### src/core/wor_pkg.sv
package wor_pkg;
  // ------------------------------------------------------------
  // Register map
  // ------------------------------------------------------------
  localparam logic [7:0] WOR_OPT_INDEX = 8'h1f;
  localparam logic [11:0] WOR_OPT_ADDR = {2'h0, WOR_OPT_INDEX, 2'h0};
  localparam logic [7:0] WOR_OPT_RESET = 8'h00;

  // ------------------------------------------------------------
  // Field positions
  // ------------------------------------------------------------
  localparam int WOR_BIT_REG_DET_DIS = 7;
  localparam int WOR_BIT_TRIP_SEL = 6;
  localparam int WOR_BIT_BUS_RST_DIS = 5;
  localparam int WOR_BIT_SUP_DET_DIS = 4;
  localparam int WOR_BIT_SHORT_WAKE = 3;
  localparam int WOR_BIT_WDOG_RATE = 2;
  localparam int WOR_BIT_HALT_EN = 1;
  localparam int WOR_BIT_WDOG_DIS = 0;

  // ------------------------------------------------------------
  // Timing counts in divided oscillator cycles
  // ------------------------------------------------------------
  localparam int WOR_TIMER_W = 18;
  localparam int WOR_WAKE_SHORT = 2048;
  localparam int WOR_WAKE_LONG = 4096;
  localparam int WOR_WDOG_SHORT = (1 << 13) - (1 << 4);
  localparam int WOR_WDOG_LONG = (1 << 18) - (1 << 4);
endpackage

### src/core/wor_timer_if.sv
`timescale 1ns/1ps
interface wor_timer_if #(parameter int W = 18);
  logic start;
  logic abort;
  logic [W-1:0] limit;
  logic busy;
  logic done;

  modport owner (output start, output abort, output limit, input busy, input done);
  modport timer (input start, input abort, input limit, output busy, output done);
endinterface

### src/core/wor_option_reg.sv
// The APB register port is this design's own decision.
`timescale 1ns/1ps
module wor_option_reg #(
  parameter int WAKE_SHORT = wor_pkg::WOR_WAKE_SHORT,
  parameter int WAKE_LONG = wor_pkg::WOR_WAKE_LONG,
  parameter int WDOG_SHORT = wor_pkg::WOR_WDOG_SHORT,
  parameter int WDOG_LONG = wor_pkg::WOR_WDOG_LONG
) (
  // Clock and reset
  input wire logic clock,
  input wire logic reset_n,
  // Reset sources
  input wire logic lviReset,
  input wire logic otherReset,
  // APB slave
  input wire logic psel,
  input wire logic penable,
  input wire logic pwrite,
  input wire logic [11:0] paddr,
  input wire logic [31:0] pwdata,
  output logic [31:0] prdata,
  output logic pready,
  output logic pslverr,
  // Divided oscillator clock enable
  input wire logic divClkTick,
  // Detector controls
  output logic regDetectorEnable,
  output logic supplyDetectorEnable,
  output logic tripHighSelect,
  // Serial bus reset routing
  input wire logic busResetSeen,
  output logic busIrqReq,
  output logic chipResetReq,
  // Halt mode
  input wire logic haltOpcodeSeen,
  output logic haltAccept,
  output logic illegalOpcode,
  input wire logic wakeRequest,
  input wire logic wakeByPin,
  output logic haltExit,
  // Watchdog
  input wire logic watchdogFeed,
  output logic watchdogResetReq
);
  import wor_pkg::*;

  // ------------------------------------------------------------
  // Parameter checks
  // ------------------------------------------------------------
  if (WAKE_SHORT < 1 || WAKE_LONG < 1 || WDOG_SHORT < 1 || WDOG_LONG < 1) begin : g_chk_min
    $error("timer counts must be at least one");
  end
  if (WAKE_LONG >= (1 << WOR_TIMER_W) || WDOG_LONG >= (1 << WOR_TIMER_W)) begin : g_chk_max
    $error("timer count exceeds counter width");
  end

  localparam logic [WOR_TIMER_W-1:0] WAKE_SHORT_C = WOR_TIMER_W'(WAKE_SHORT);
  localparam logic [WOR_TIMER_W-1:0] WAKE_LONG_C = WOR_TIMER_W'(WAKE_LONG);
  localparam logic [WOR_TIMER_W-1:0] WDOG_SHORT_C = WOR_TIMER_W'(WDOG_SHORT);
  localparam logic [WOR_TIMER_W-1:0] WDOG_LONG_C = WOR_TIMER_W'(WDOG_LONG);

  logic [7:0] option_r;
  logic writeDone_r;
  logic hitOption;
  logic accessPhase;
  logic writeAccept;
  logic [WOR_TIMER_W-1:0] wakeLimit_r;
  logic halted_r;

  // ------------------------------------------------------------
  // APB decode
  // ------------------------------------------------------------
  assign hitOption = (paddr == WOR_OPT_ADDR);
  assign accessPhase = psel && penable;
  assign writeAccept = accessPhase && pwrite && hitOption && !writeDone_r;
  assign pready = 1'b1;
  assign pslverr = accessPhase && !hitOption;

  // Read data, valid any time
  always_comb begin
    prdata = 32'h0;
    if (psel && !pwrite && hitOption) begin
      prdata = {24'h0, option_r};
    end
  end

  // ------------------------------------------------------------
  // Upper nibble: power-on and undervoltage reset only
  // ------------------------------------------------------------
  always_ff @(posedge clock or negedge reset_n) begin
    if (!reset_n) begin
      option_r[7:4] <= WOR_OPT_RESET[7:4];
    end else if (lviReset) begin
      option_r[7:4] <= WOR_OPT_RESET[7:4];
    end else if (writeAccept && !otherReset) begin
      option_r[7:4] <= pwdata[7:4];
    end
  end

  // Lower nibble: every reset source
  always_ff @(posedge clock or negedge reset_n) begin
    if (!reset_n) begin
      option_r[3:0] <= WOR_OPT_RESET[3:0];
    end else if (lviReset || otherReset) begin
      option_r[3:0] <= WOR_OPT_RESET[3:0];
    end else if (writeAccept) begin
      option_r[3:0] <= pwdata[3:0];
    end
  end

  // Write-once lock, re-armed by every reset
  always_ff @(posedge clock or negedge reset_n) begin
    if (!reset_n) begin
      writeDone_r <= 1'b0;
    end else if (lviReset || otherReset) begin
      writeDone_r <= 1'b0;
    end else if (writeAccept) begin
      writeDone_r <= 1'b1;
    end
  end

  // ------------------------------------------------------------
  // Static field levels
  // ------------------------------------------------------------
  assign regDetectorEnable = !option_r[WOR_BIT_REG_DET_DIS];
  assign tripHighSelect = option_r[WOR_BIT_TRIP_SEL];
  assign supplyDetectorEnable = !option_r[WOR_BIT_SUP_DET_DIS];

  // ------------------------------------------------------------
  // Serial bus reset routing and halt opcode check
  // ------------------------------------------------------------
  always_ff @(posedge clock or negedge reset_n) begin
    if (!reset_n) begin
      busIrqReq <= 1'b0;
      chipResetReq <= 1'b0;
    end else begin
      busIrqReq <= busResetSeen && option_r[WOR_BIT_BUS_RST_DIS];
      chipResetReq <= busResetSeen && !option_r[WOR_BIT_BUS_RST_DIS];
    end
  end

  // Halt opcode accepted or flagged illegal
  always_ff @(posedge clock or negedge reset_n) begin
    if (!reset_n) begin
      haltAccept <= 1'b0;
      illegalOpcode <= 1'b0;
    end else begin
      haltAccept <= haltOpcodeSeen && option_r[WOR_BIT_HALT_EN];
      illegalOpcode <= haltOpcodeSeen && !option_r[WOR_BIT_HALT_EN];
    end
  end

  // ------------------------------------------------------------
  // Halt wake delay
  // ------------------------------------------------------------
  wor_timer_if #(.W(WOR_TIMER_W)) wakeIf ();
  logic wakeStart;

  assign wakeStart = halted_r && !wakeIf.busy && (wakeRequest || wakeByPin);

  // Halted state, entered on accepted halt, left when delay ends
  always_ff @(posedge clock or negedge reset_n) begin
    if (!reset_n) begin
      halted_r <= 1'b0;
    end else if (haltAccept) begin
      halted_r <= 1'b1;
    end else if (wakeIf.done) begin
      halted_r <= 1'b0;
    end
  end

  // Delay chosen when the wake starts
  always_ff @(posedge clock or negedge reset_n) begin
    if (!reset_n) begin
      wakeLimit_r <= WAKE_LONG_C;
    end else if (wakeStart) begin
      if (wakeByPin || !option_r[WOR_BIT_SHORT_WAKE]) begin
        wakeLimit_r <= WAKE_LONG_C;
      end else begin
        wakeLimit_r <= WAKE_SHORT_C;
      end
    end
  end

  // Start one cycle after the limit is latched
  logic wakeStartD_r;
  always_ff @(posedge clock or negedge reset_n) begin
    if (!reset_n) begin
      wakeStartD_r <= 1'b0;
    end else begin
      wakeStartD_r <= wakeStart;
    end
  end

  assign wakeIf.start = wakeStartD_r;
  assign wakeIf.abort = 1'b0;
  assign wakeIf.limit = wakeLimit_r;
  assign haltExit = wakeIf.done;

  wor_cycle_timer #(.W(WOR_TIMER_W)) wakeTimer (
    .clock(clock),
    .reset_n(reset_n),
    .tick(divClkTick),
    .ctl(wakeIf)
  );

  // ------------------------------------------------------------
  // Watchdog
  // ------------------------------------------------------------
  wor_timer_if #(.W(WOR_TIMER_W)) wdogIf ();
  logic wdogOff;

  assign wdogOff = option_r[WOR_BIT_WDOG_DIS];
  assign wdogIf.abort = wdogOff;
  assign wdogIf.start = !wdogOff && (watchdogFeed || !wdogIf.busy);
  assign wdogIf.limit = option_r[WOR_BIT_WDOG_RATE] ? WDOG_SHORT_C : WDOG_LONG_C;
  assign watchdogResetReq = wdogIf.done;

  wor_cycle_timer #(.W(WOR_TIMER_W)) wdogTimer (
    .clock(clock),
    .reset_n(reset_n),
    .tick(divClkTick),
    .ctl(wdogIf)
  );

  // ------------------------------------------------------------
  // Assertions
  // ------------------------------------------------------------
  property p_frozen_after_write;
    @(posedge clock) disable iff (!reset_n)
    writeDone_r && !lviReset && !otherReset |=> $stable(option_r);
  endproperty
  a_frozen_after_write: assert property (p_frozen_after_write) else $error("option changed after lock");

  property p_write_takes_data;
    @(posedge clock) disable iff (!reset_n)
    accessPhase && pwrite && hitOption && !writeDone_r && !lviReset && !otherReset
      |=> option_r == $past(pwdata[7:0]) && writeDone_r;
  endproperty
  a_write_takes_data: assert property (p_write_takes_data) else $error("first write not stored");

  property p_read_anytime;
    @(posedge clock) disable iff (!reset_n)
    psel && !pwrite && hitOption |-> prdata == {24'h0, option_r};
  endproperty
  a_read_anytime: assert property (p_read_anytime) else $error("read data wrong");

  property p_other_reset_keeps_upper;
    @(posedge clock) disable iff (!reset_n)
    otherReset && !lviReset |=> option_r[7:4] == $past(option_r[7:4]) && option_r[3:0] == 4'h0 && !writeDone_r;
  endproperty
  a_other_reset_keeps_upper: assert property (p_other_reset_keeps_upper) else $error("other reset wrong");

  property p_lvi_clears_all;
    @(posedge clock) disable iff (!reset_n)
    lviReset |=> option_r == WOR_OPT_RESET && !writeDone_r;
  endproperty
  a_lvi_clears_all: assert property (p_lvi_clears_all) else $error("undervoltage reset did not clear");

  property p_bus_reset_route;
    @(posedge clock) disable iff (!reset_n)
    busResetSeen |=> (busIrqReq == $past(option_r[WOR_BIT_BUS_RST_DIS])) && (chipResetReq != busIrqReq);
  endproperty
  a_bus_reset_route: assert property (p_bus_reset_route) else $error("bus reset misrouted");

  property p_halt_illegal;
    @(posedge clock) disable iff (!reset_n)
    haltOpcodeSeen && !option_r[WOR_BIT_HALT_EN] |=> illegalOpcode && !haltAccept;
  endproperty
  a_halt_illegal: assert property (p_halt_illegal) else $error("halt opcode not refused");

  property p_pin_wake_long;
    @(posedge clock) disable iff (!reset_n)
    wakeStart && wakeByPin |=> wakeLimit_r == WAKE_LONG_C;
  endproperty
  a_pin_wake_long: assert property (p_pin_wake_long) else $error("pin wake not long");

  property p_short_wake;
    @(posedge clock) disable iff (!reset_n)
    wakeStart && !wakeByPin && option_r[WOR_BIT_SHORT_WAKE] |=> wakeLimit_r == WAKE_SHORT_C;
  endproperty
  a_short_wake: assert property (p_short_wake) else $error("short wake not chosen");

  property p_wdog_off;
    @(posedge clock) disable iff (!reset_n)
    wdogOff ##1 wdogOff |-> !watchdogResetReq && !wdogIf.busy;
  endproperty
  a_wdog_off: assert property (p_wdog_off) else $error("watchdog ran while disabled");

  property p_detectors;
    @(posedge clock) disable iff (!reset_n)
    regDetectorEnable != option_r[7] && supplyDetectorEnable != option_r[4] && tripHighSelect == option_r[6];
  endproperty
  a_detectors: assert property (p_detectors) else $error("detector levels wrong");

  property p_wdog_rate;
    @(posedge clock) disable iff (!reset_n)
    option_r[WOR_BIT_WDOG_RATE] |-> wdogIf.limit == WDOG_SHORT_C;
  endproperty
  a_wdog_rate: assert property (p_wdog_rate) else $error("watchdog rate wrong");

  c_write: cover property (@(posedge clock) disable iff (!reset_n) writeAccept);
  c_second_write: cover property (@(posedge clock) disable iff (!reset_n)
    accessPhase && pwrite && hitOption && writeDone_r);
  c_halt_exit: cover property (@(posedge clock) disable iff (!reset_n) haltExit);
  c_wdog_fire: cover property (@(posedge clock) disable iff (!reset_n) watchdogResetReq);
endmodule

### src/core/wor_cycle_timer.sv
`timescale 1ns/1ps
module wor_cycle_timer #(
  parameter int W = 18
) (
  // Clock and reset
  input wire logic clock,
  input wire logic reset_n,
  // Divided oscillator tick
  input wire logic tick,
  // Control from owner
  wor_timer_if.timer ctl
);
  logic [W-1:0] count_r;
  logic run_r;
  logic done_r;

  // ------------------------------------------------------------
  // Tick counter, done pulses after limit ticks
  // ------------------------------------------------------------
  always_ff @(posedge clock or negedge reset_n) begin
    if (!reset_n) begin
      count_r <= '0;
      run_r <= 1'b0;
      done_r <= 1'b0;
    end else begin
      done_r <= 1'b0;
      if (ctl.abort) begin
        run_r <= 1'b0;
        count_r <= '0;
      end else if (ctl.start) begin
        run_r <= 1'b1;
        count_r <= '0;
      end else if (run_r && tick) begin
        if (count_r >= ctl.limit - W'(1)) begin // Also ends a count that a lowered limit has passed
          run_r <= 1'b0;
          done_r <= 1'b1;
        end else begin
          count_r <= count_r + W'(1);
        end
      end
    end
  end

  assign ctl.busy = run_r;
  assign ctl.done = done_r;
endmodule

### config.mk
export PLATFORM = sky130hd
export DESIGN_NAME = wor_option_reg
export DESIGN_NICKNAME = d
export VERILOG_FILES = /design/src/core/wor_pkg.sv /design/src/core/wor_timer_if.sv /design/src/core/wor_option_reg.sv /design/src/core/wor_cycle_timer.sv
export SDC_FILE = /design/constraint.sdc
export NUM_CORES = 1
export LEC_CHECK = 0
export ABC_AREA = 1
export BUFFER_PORTS_ARGS = -buffer_cell sky130_fd_sc_hd__buf_2
export CORE_UTILIZATION = 35
export CTS_CLUSTER_DIAMETER = 120
export DETAILED_ROUTE_END_ITERATION = 16
export GPL_TIMING_DRIVEN = 0
export REMOVE_ABC_BUFFERS = 1
export SLEW_MARGIN = 20
export SYNTH_ARGS = -nofsm -noshare
export SYNTH_HDL_FRONTEND = slang
export SYNTH_HIERARCHICAL = 1
export SYNTH_SLANG_ARGS = --single-unit
### constraint.sdc
create_clock -name clock -period 2.9 [get_ports clock]
set_input_delay 0.435 -clock clock [delete_from_list [all_inputs] [get_ports clock]]
set_output_delay 0.435 -clock clock [all_outputs]
set_load 0.05 [all_outputs]
==> results.sh <==
export IMPL_die_h_um=126
export IMPL_num_rows=44
export IMPL_skew_ns=0.00980
export IMPL_synth_top_area_share_pct=26.0
export IMPL_antenna_cells=0
export IMPL_critPathSlowestCell="dfrtp_2"
export IMPL_tightestPinTransition_ns=0.754
export IMPL_dp_hpwl_mm=8.91
export IMPL_critPathTopFamily="simple AND/OR/NAND/NOR gates"
export IMPL_grt_pass1_wl_mm=20.5
export IMPL_syn_inst=789
export IMPL_worst_slack_ns=0.209
export IMPL_clock_path_buffers=2
export IMPL_cp_required_ns=3.16
export IMPL_hold_class="in -> async"
export IMPL_fmax_mhz=372
export IMPL_dp_slack_ns=-0.0691
export IMPL_maxSlewViolCount=0
export IMPL_synth_distinct_cells=41
export IMPL_insertion_delay_ns=0.33
export IMPL_syn_area_um2=5390
export IMPL_synthTopCellsByArea="dfrtp_1 (26%), nand2_1 (15%), ha_1 (9.3%), inv_1 (6.9%), nor2_1 (6.3%)"
export IMPL_ys_ff_latch=57
export IMPL_holdWs_ns=0.177
export IMPL_cts_buffers=9
export IMPL_cp_max_fo=10
export IMPL_wire_per_inst_um=10.5
export IMPL_grt_max_degree=58
export IMPL_grt_pass1_vias=4521
export IMPL_p_total_mw=2.44
export IMPL_setup_viol=0
export IMPL_critical_path_class="reg -> reg"
export IMPL_avgSynthCellArea_um2=6.83
export IMPL_io_buffers=50
export IMPL_core_area_um2=14800
export IMPL_gp_congestion=0.792
export IMPL_ys_warn_count=6
export IMPL_yosysTopAreaCell="dfrtp_1"
export IMPL_clkSinkCount=57
export IMPL_drtIter0Drc=218
export IMPL_status="complete, no violations"
export IMPL_path_buf_inv=2
export IMPL_end_kind="register"
export IMPL_post_route_period_util_pct=92.8
export IMPL_drive_gt1_share_pct=14.9
export IMPL_vias=4814
export IMPL_die_w_um=126
export IMPL_clkSlewWorstSetupHoldPaths_ns=0.05
export IMPL_die_area_um2=15900
export IMPL_slew_headroom_pct=49.6
export IMPL_drtPass1Iterations=4
export IMPL_track_usage_pct=15.6
export IMPL_tns_ns=0
export IMPL_seq_area_frac_synth_pct=26.5
export IMPL_clockRootBuffer="clkbuf_16"
export IMPL_hold_buffers=0
export IMPL_pin_count=100
export IMPL_power_density_nw_per_um2=380
export IMPL_htreeDepth=3
export IMPL_max_vdd_ir_drop_v=0.000285
export IMPL_initial_utilization_pct=36.5
export IMPL_critPathMaxStageDelay_ns=0.44
export IMPL_grt_overflow=0
export IMPL_final_antenna_net_count=0
export IMPL_drc=0
export IMPL_cp_cell_sequence="nor2_1 -> nand2_2 -> nor3_4 -> nand3b_1 -> xnor2_1 -> inv_1 -> ha_1 -> nand2_1 -> nor2_4 -> nand2_2 -> nor2_2 -> a21oi_4 -> buf_4 -> nand3_4 -> nand3_1 -> nand2_1"
export IMPL_min_period_ns=2.69
export IMPL_hold_viol=0
export IMPL_cp_start_kind="register"
export IMPL_cts_tree="done"
export IMPL_finalNetCount=1014
export IMPL_area_delta_synth_final_pct=19.1
export IMPL_fin_util_pct=43.5
export IMPL_viasPerCell=4.35
export IMPL_wl_mm=11.6
export IMPL_max_cap_violations=0
export IMPL_leakagePower_nw=3.60
export IMPL_cp_data_arrival_time_ns=2.95
export IMPL_antenna_found_initial=0
==> layout make-up <==
class / instances / area, µm²
multi-input cells: 690 / 3730
inverters: 108 / 410
clock buffers: 9 / 225
fillers: 1555 / 8340
clock inverters: 7 / 124
repair buffers: 51 / 260
well taps: 184 / 230
flip-flops and latches: 57 / 1430
==> cell usage after synthesis <==
master    count
a21oi_1      24
a21oi_2       1
a31oi_1       3
and3_1        1
buf_12        1
buf_2         1
buf_4        26
buf_6         3
clkbuf_1      4
clkinv_1      2
conb_1        2
dfrtp_1      56
dfstp_2       1
ha_1         40
inv_1        99
inv_2         6
inv_6         1
nand2_1     220
nand2_2      13
nand2_4       2
nand2_8       1
nand3_1      66
nand3_2       6
nand3_4       2
nand3b_1      3
nand4_1      17
nor2_1       91
nor2_2       12
nor2_4        8
nor2_8        1
nor3_1        9
nor3_2        4
nor3_4        1
nor3b_1       1
nor4_1        2
o21ai_0      12
o21bai_1      1
o31ai_1       1
or2_2         2
xnor2_1       9
xor2_1       34
==> flip-flops by register name, indices dropped and copies added, names as in the netlist, 2 cells and up <==
register and cells:
wakeTimer/count_r 18, wdogTimer/count_r 18, option_r 7, wakeIf.limit 2
==> per-stage QoR <==
stage          cell area (µm²)  std cells
6_report                  6410       1106
2_1_floorplan             5490        853
5_1_grt                   6410       1106
3_3_place_gp              5970       1087
4_1_cts                   6340       1103
3_5_place_dp              5990       1087
==> placed cells by master (no fill, tap or decap), drive strengths merged <==
cell / count
a21oi: 25
a31oi: 3
and3: 1
buf: 51
bufinv: 3
clkbuf: 9
clkinv: 2
clkinvlp: 1
conb: 101
dfrtp: 56
dfstp: 1
ha: 40
inv: 109
nand2: 236
nand3: 76
nand3b: 3
nand4: 17
nor2: 112
nor3: 14
nor3b: 1
nor4: 2
o21ai: 12
o21bai: 1
o31ai: 1
or2: 2
xnor2: 9
xor2: 34
==> final timing paths <==
| path | from | endpoint | slack, ns | cells after the start |
|---|---|---|---|---|
| worst max-delay path | wakeIf.limit[11] | wakeTimer/count_r[6] | 0.21 | 16 |
| worst min-delay path | reset_n | wdogTimer/count_r[1] | 0.18 | 1 |
| worst max register to register | wakeIf.limit[11] | wakeTimer/count_r[6] | 0.21 | 16 |
| worst min register to register | haltAccept | halted_r | 0.46 | 1 |
| max in group asynchronous | reset_n | wakeIf.limit[11] | 2.18 | 1 |
| min in group clock | pwdata[0] | option_r[0] | 0.30 | 3 |
==> power breakdown <==
group	total [mW]	switching (mW)	leakage, nW	internal, mW
Sequential	0.827	0.0171	0.779	0.810
Clock	1.26	0.408	0.167	0.848
Combinational	0.357	0.264	2.65	0.0932
Total	2.44	0.689	3.60	1.75
==> logic make-up (layout without fill, tap and decap cells) <==
logic type	count (synthesis)	after routing	share of synthesized area, %
AOI/OAI and AO/OA	42	42	4.14
xor gates and xnor gates	43	43	6.99
adders and majority gates	40	40	9.29
buffers and inverters	143	175	12.6
DFF	57	57	26.5
other	2	101	0.139
and+or+nand+nor	462	464	40.3
==> per-layer routing <==
| layer | share of wire, % | vias up | track usage, % |
|---|---|---|---|
| met5 | 0 | - | 0 |
| met4 | 1.2 | 0 | 5.32 |
| met3 | 3.1 | 9 | 1.83 |
| met2 | 47 | 74 | 26.6 |
| met1 | 48 | 2102 | 20.4 |
| li1 | - | 2629 | - |
==> what timing repair did <==
action	4_1_cts	5_1_grt
pin swaps	0	1
setup endpoints to repair	18	19
buffers inserted	0	1
gates cloned	0	2
gates resized for setup	1	11
No activity file was read; power rests on OpenSTA's default activity.
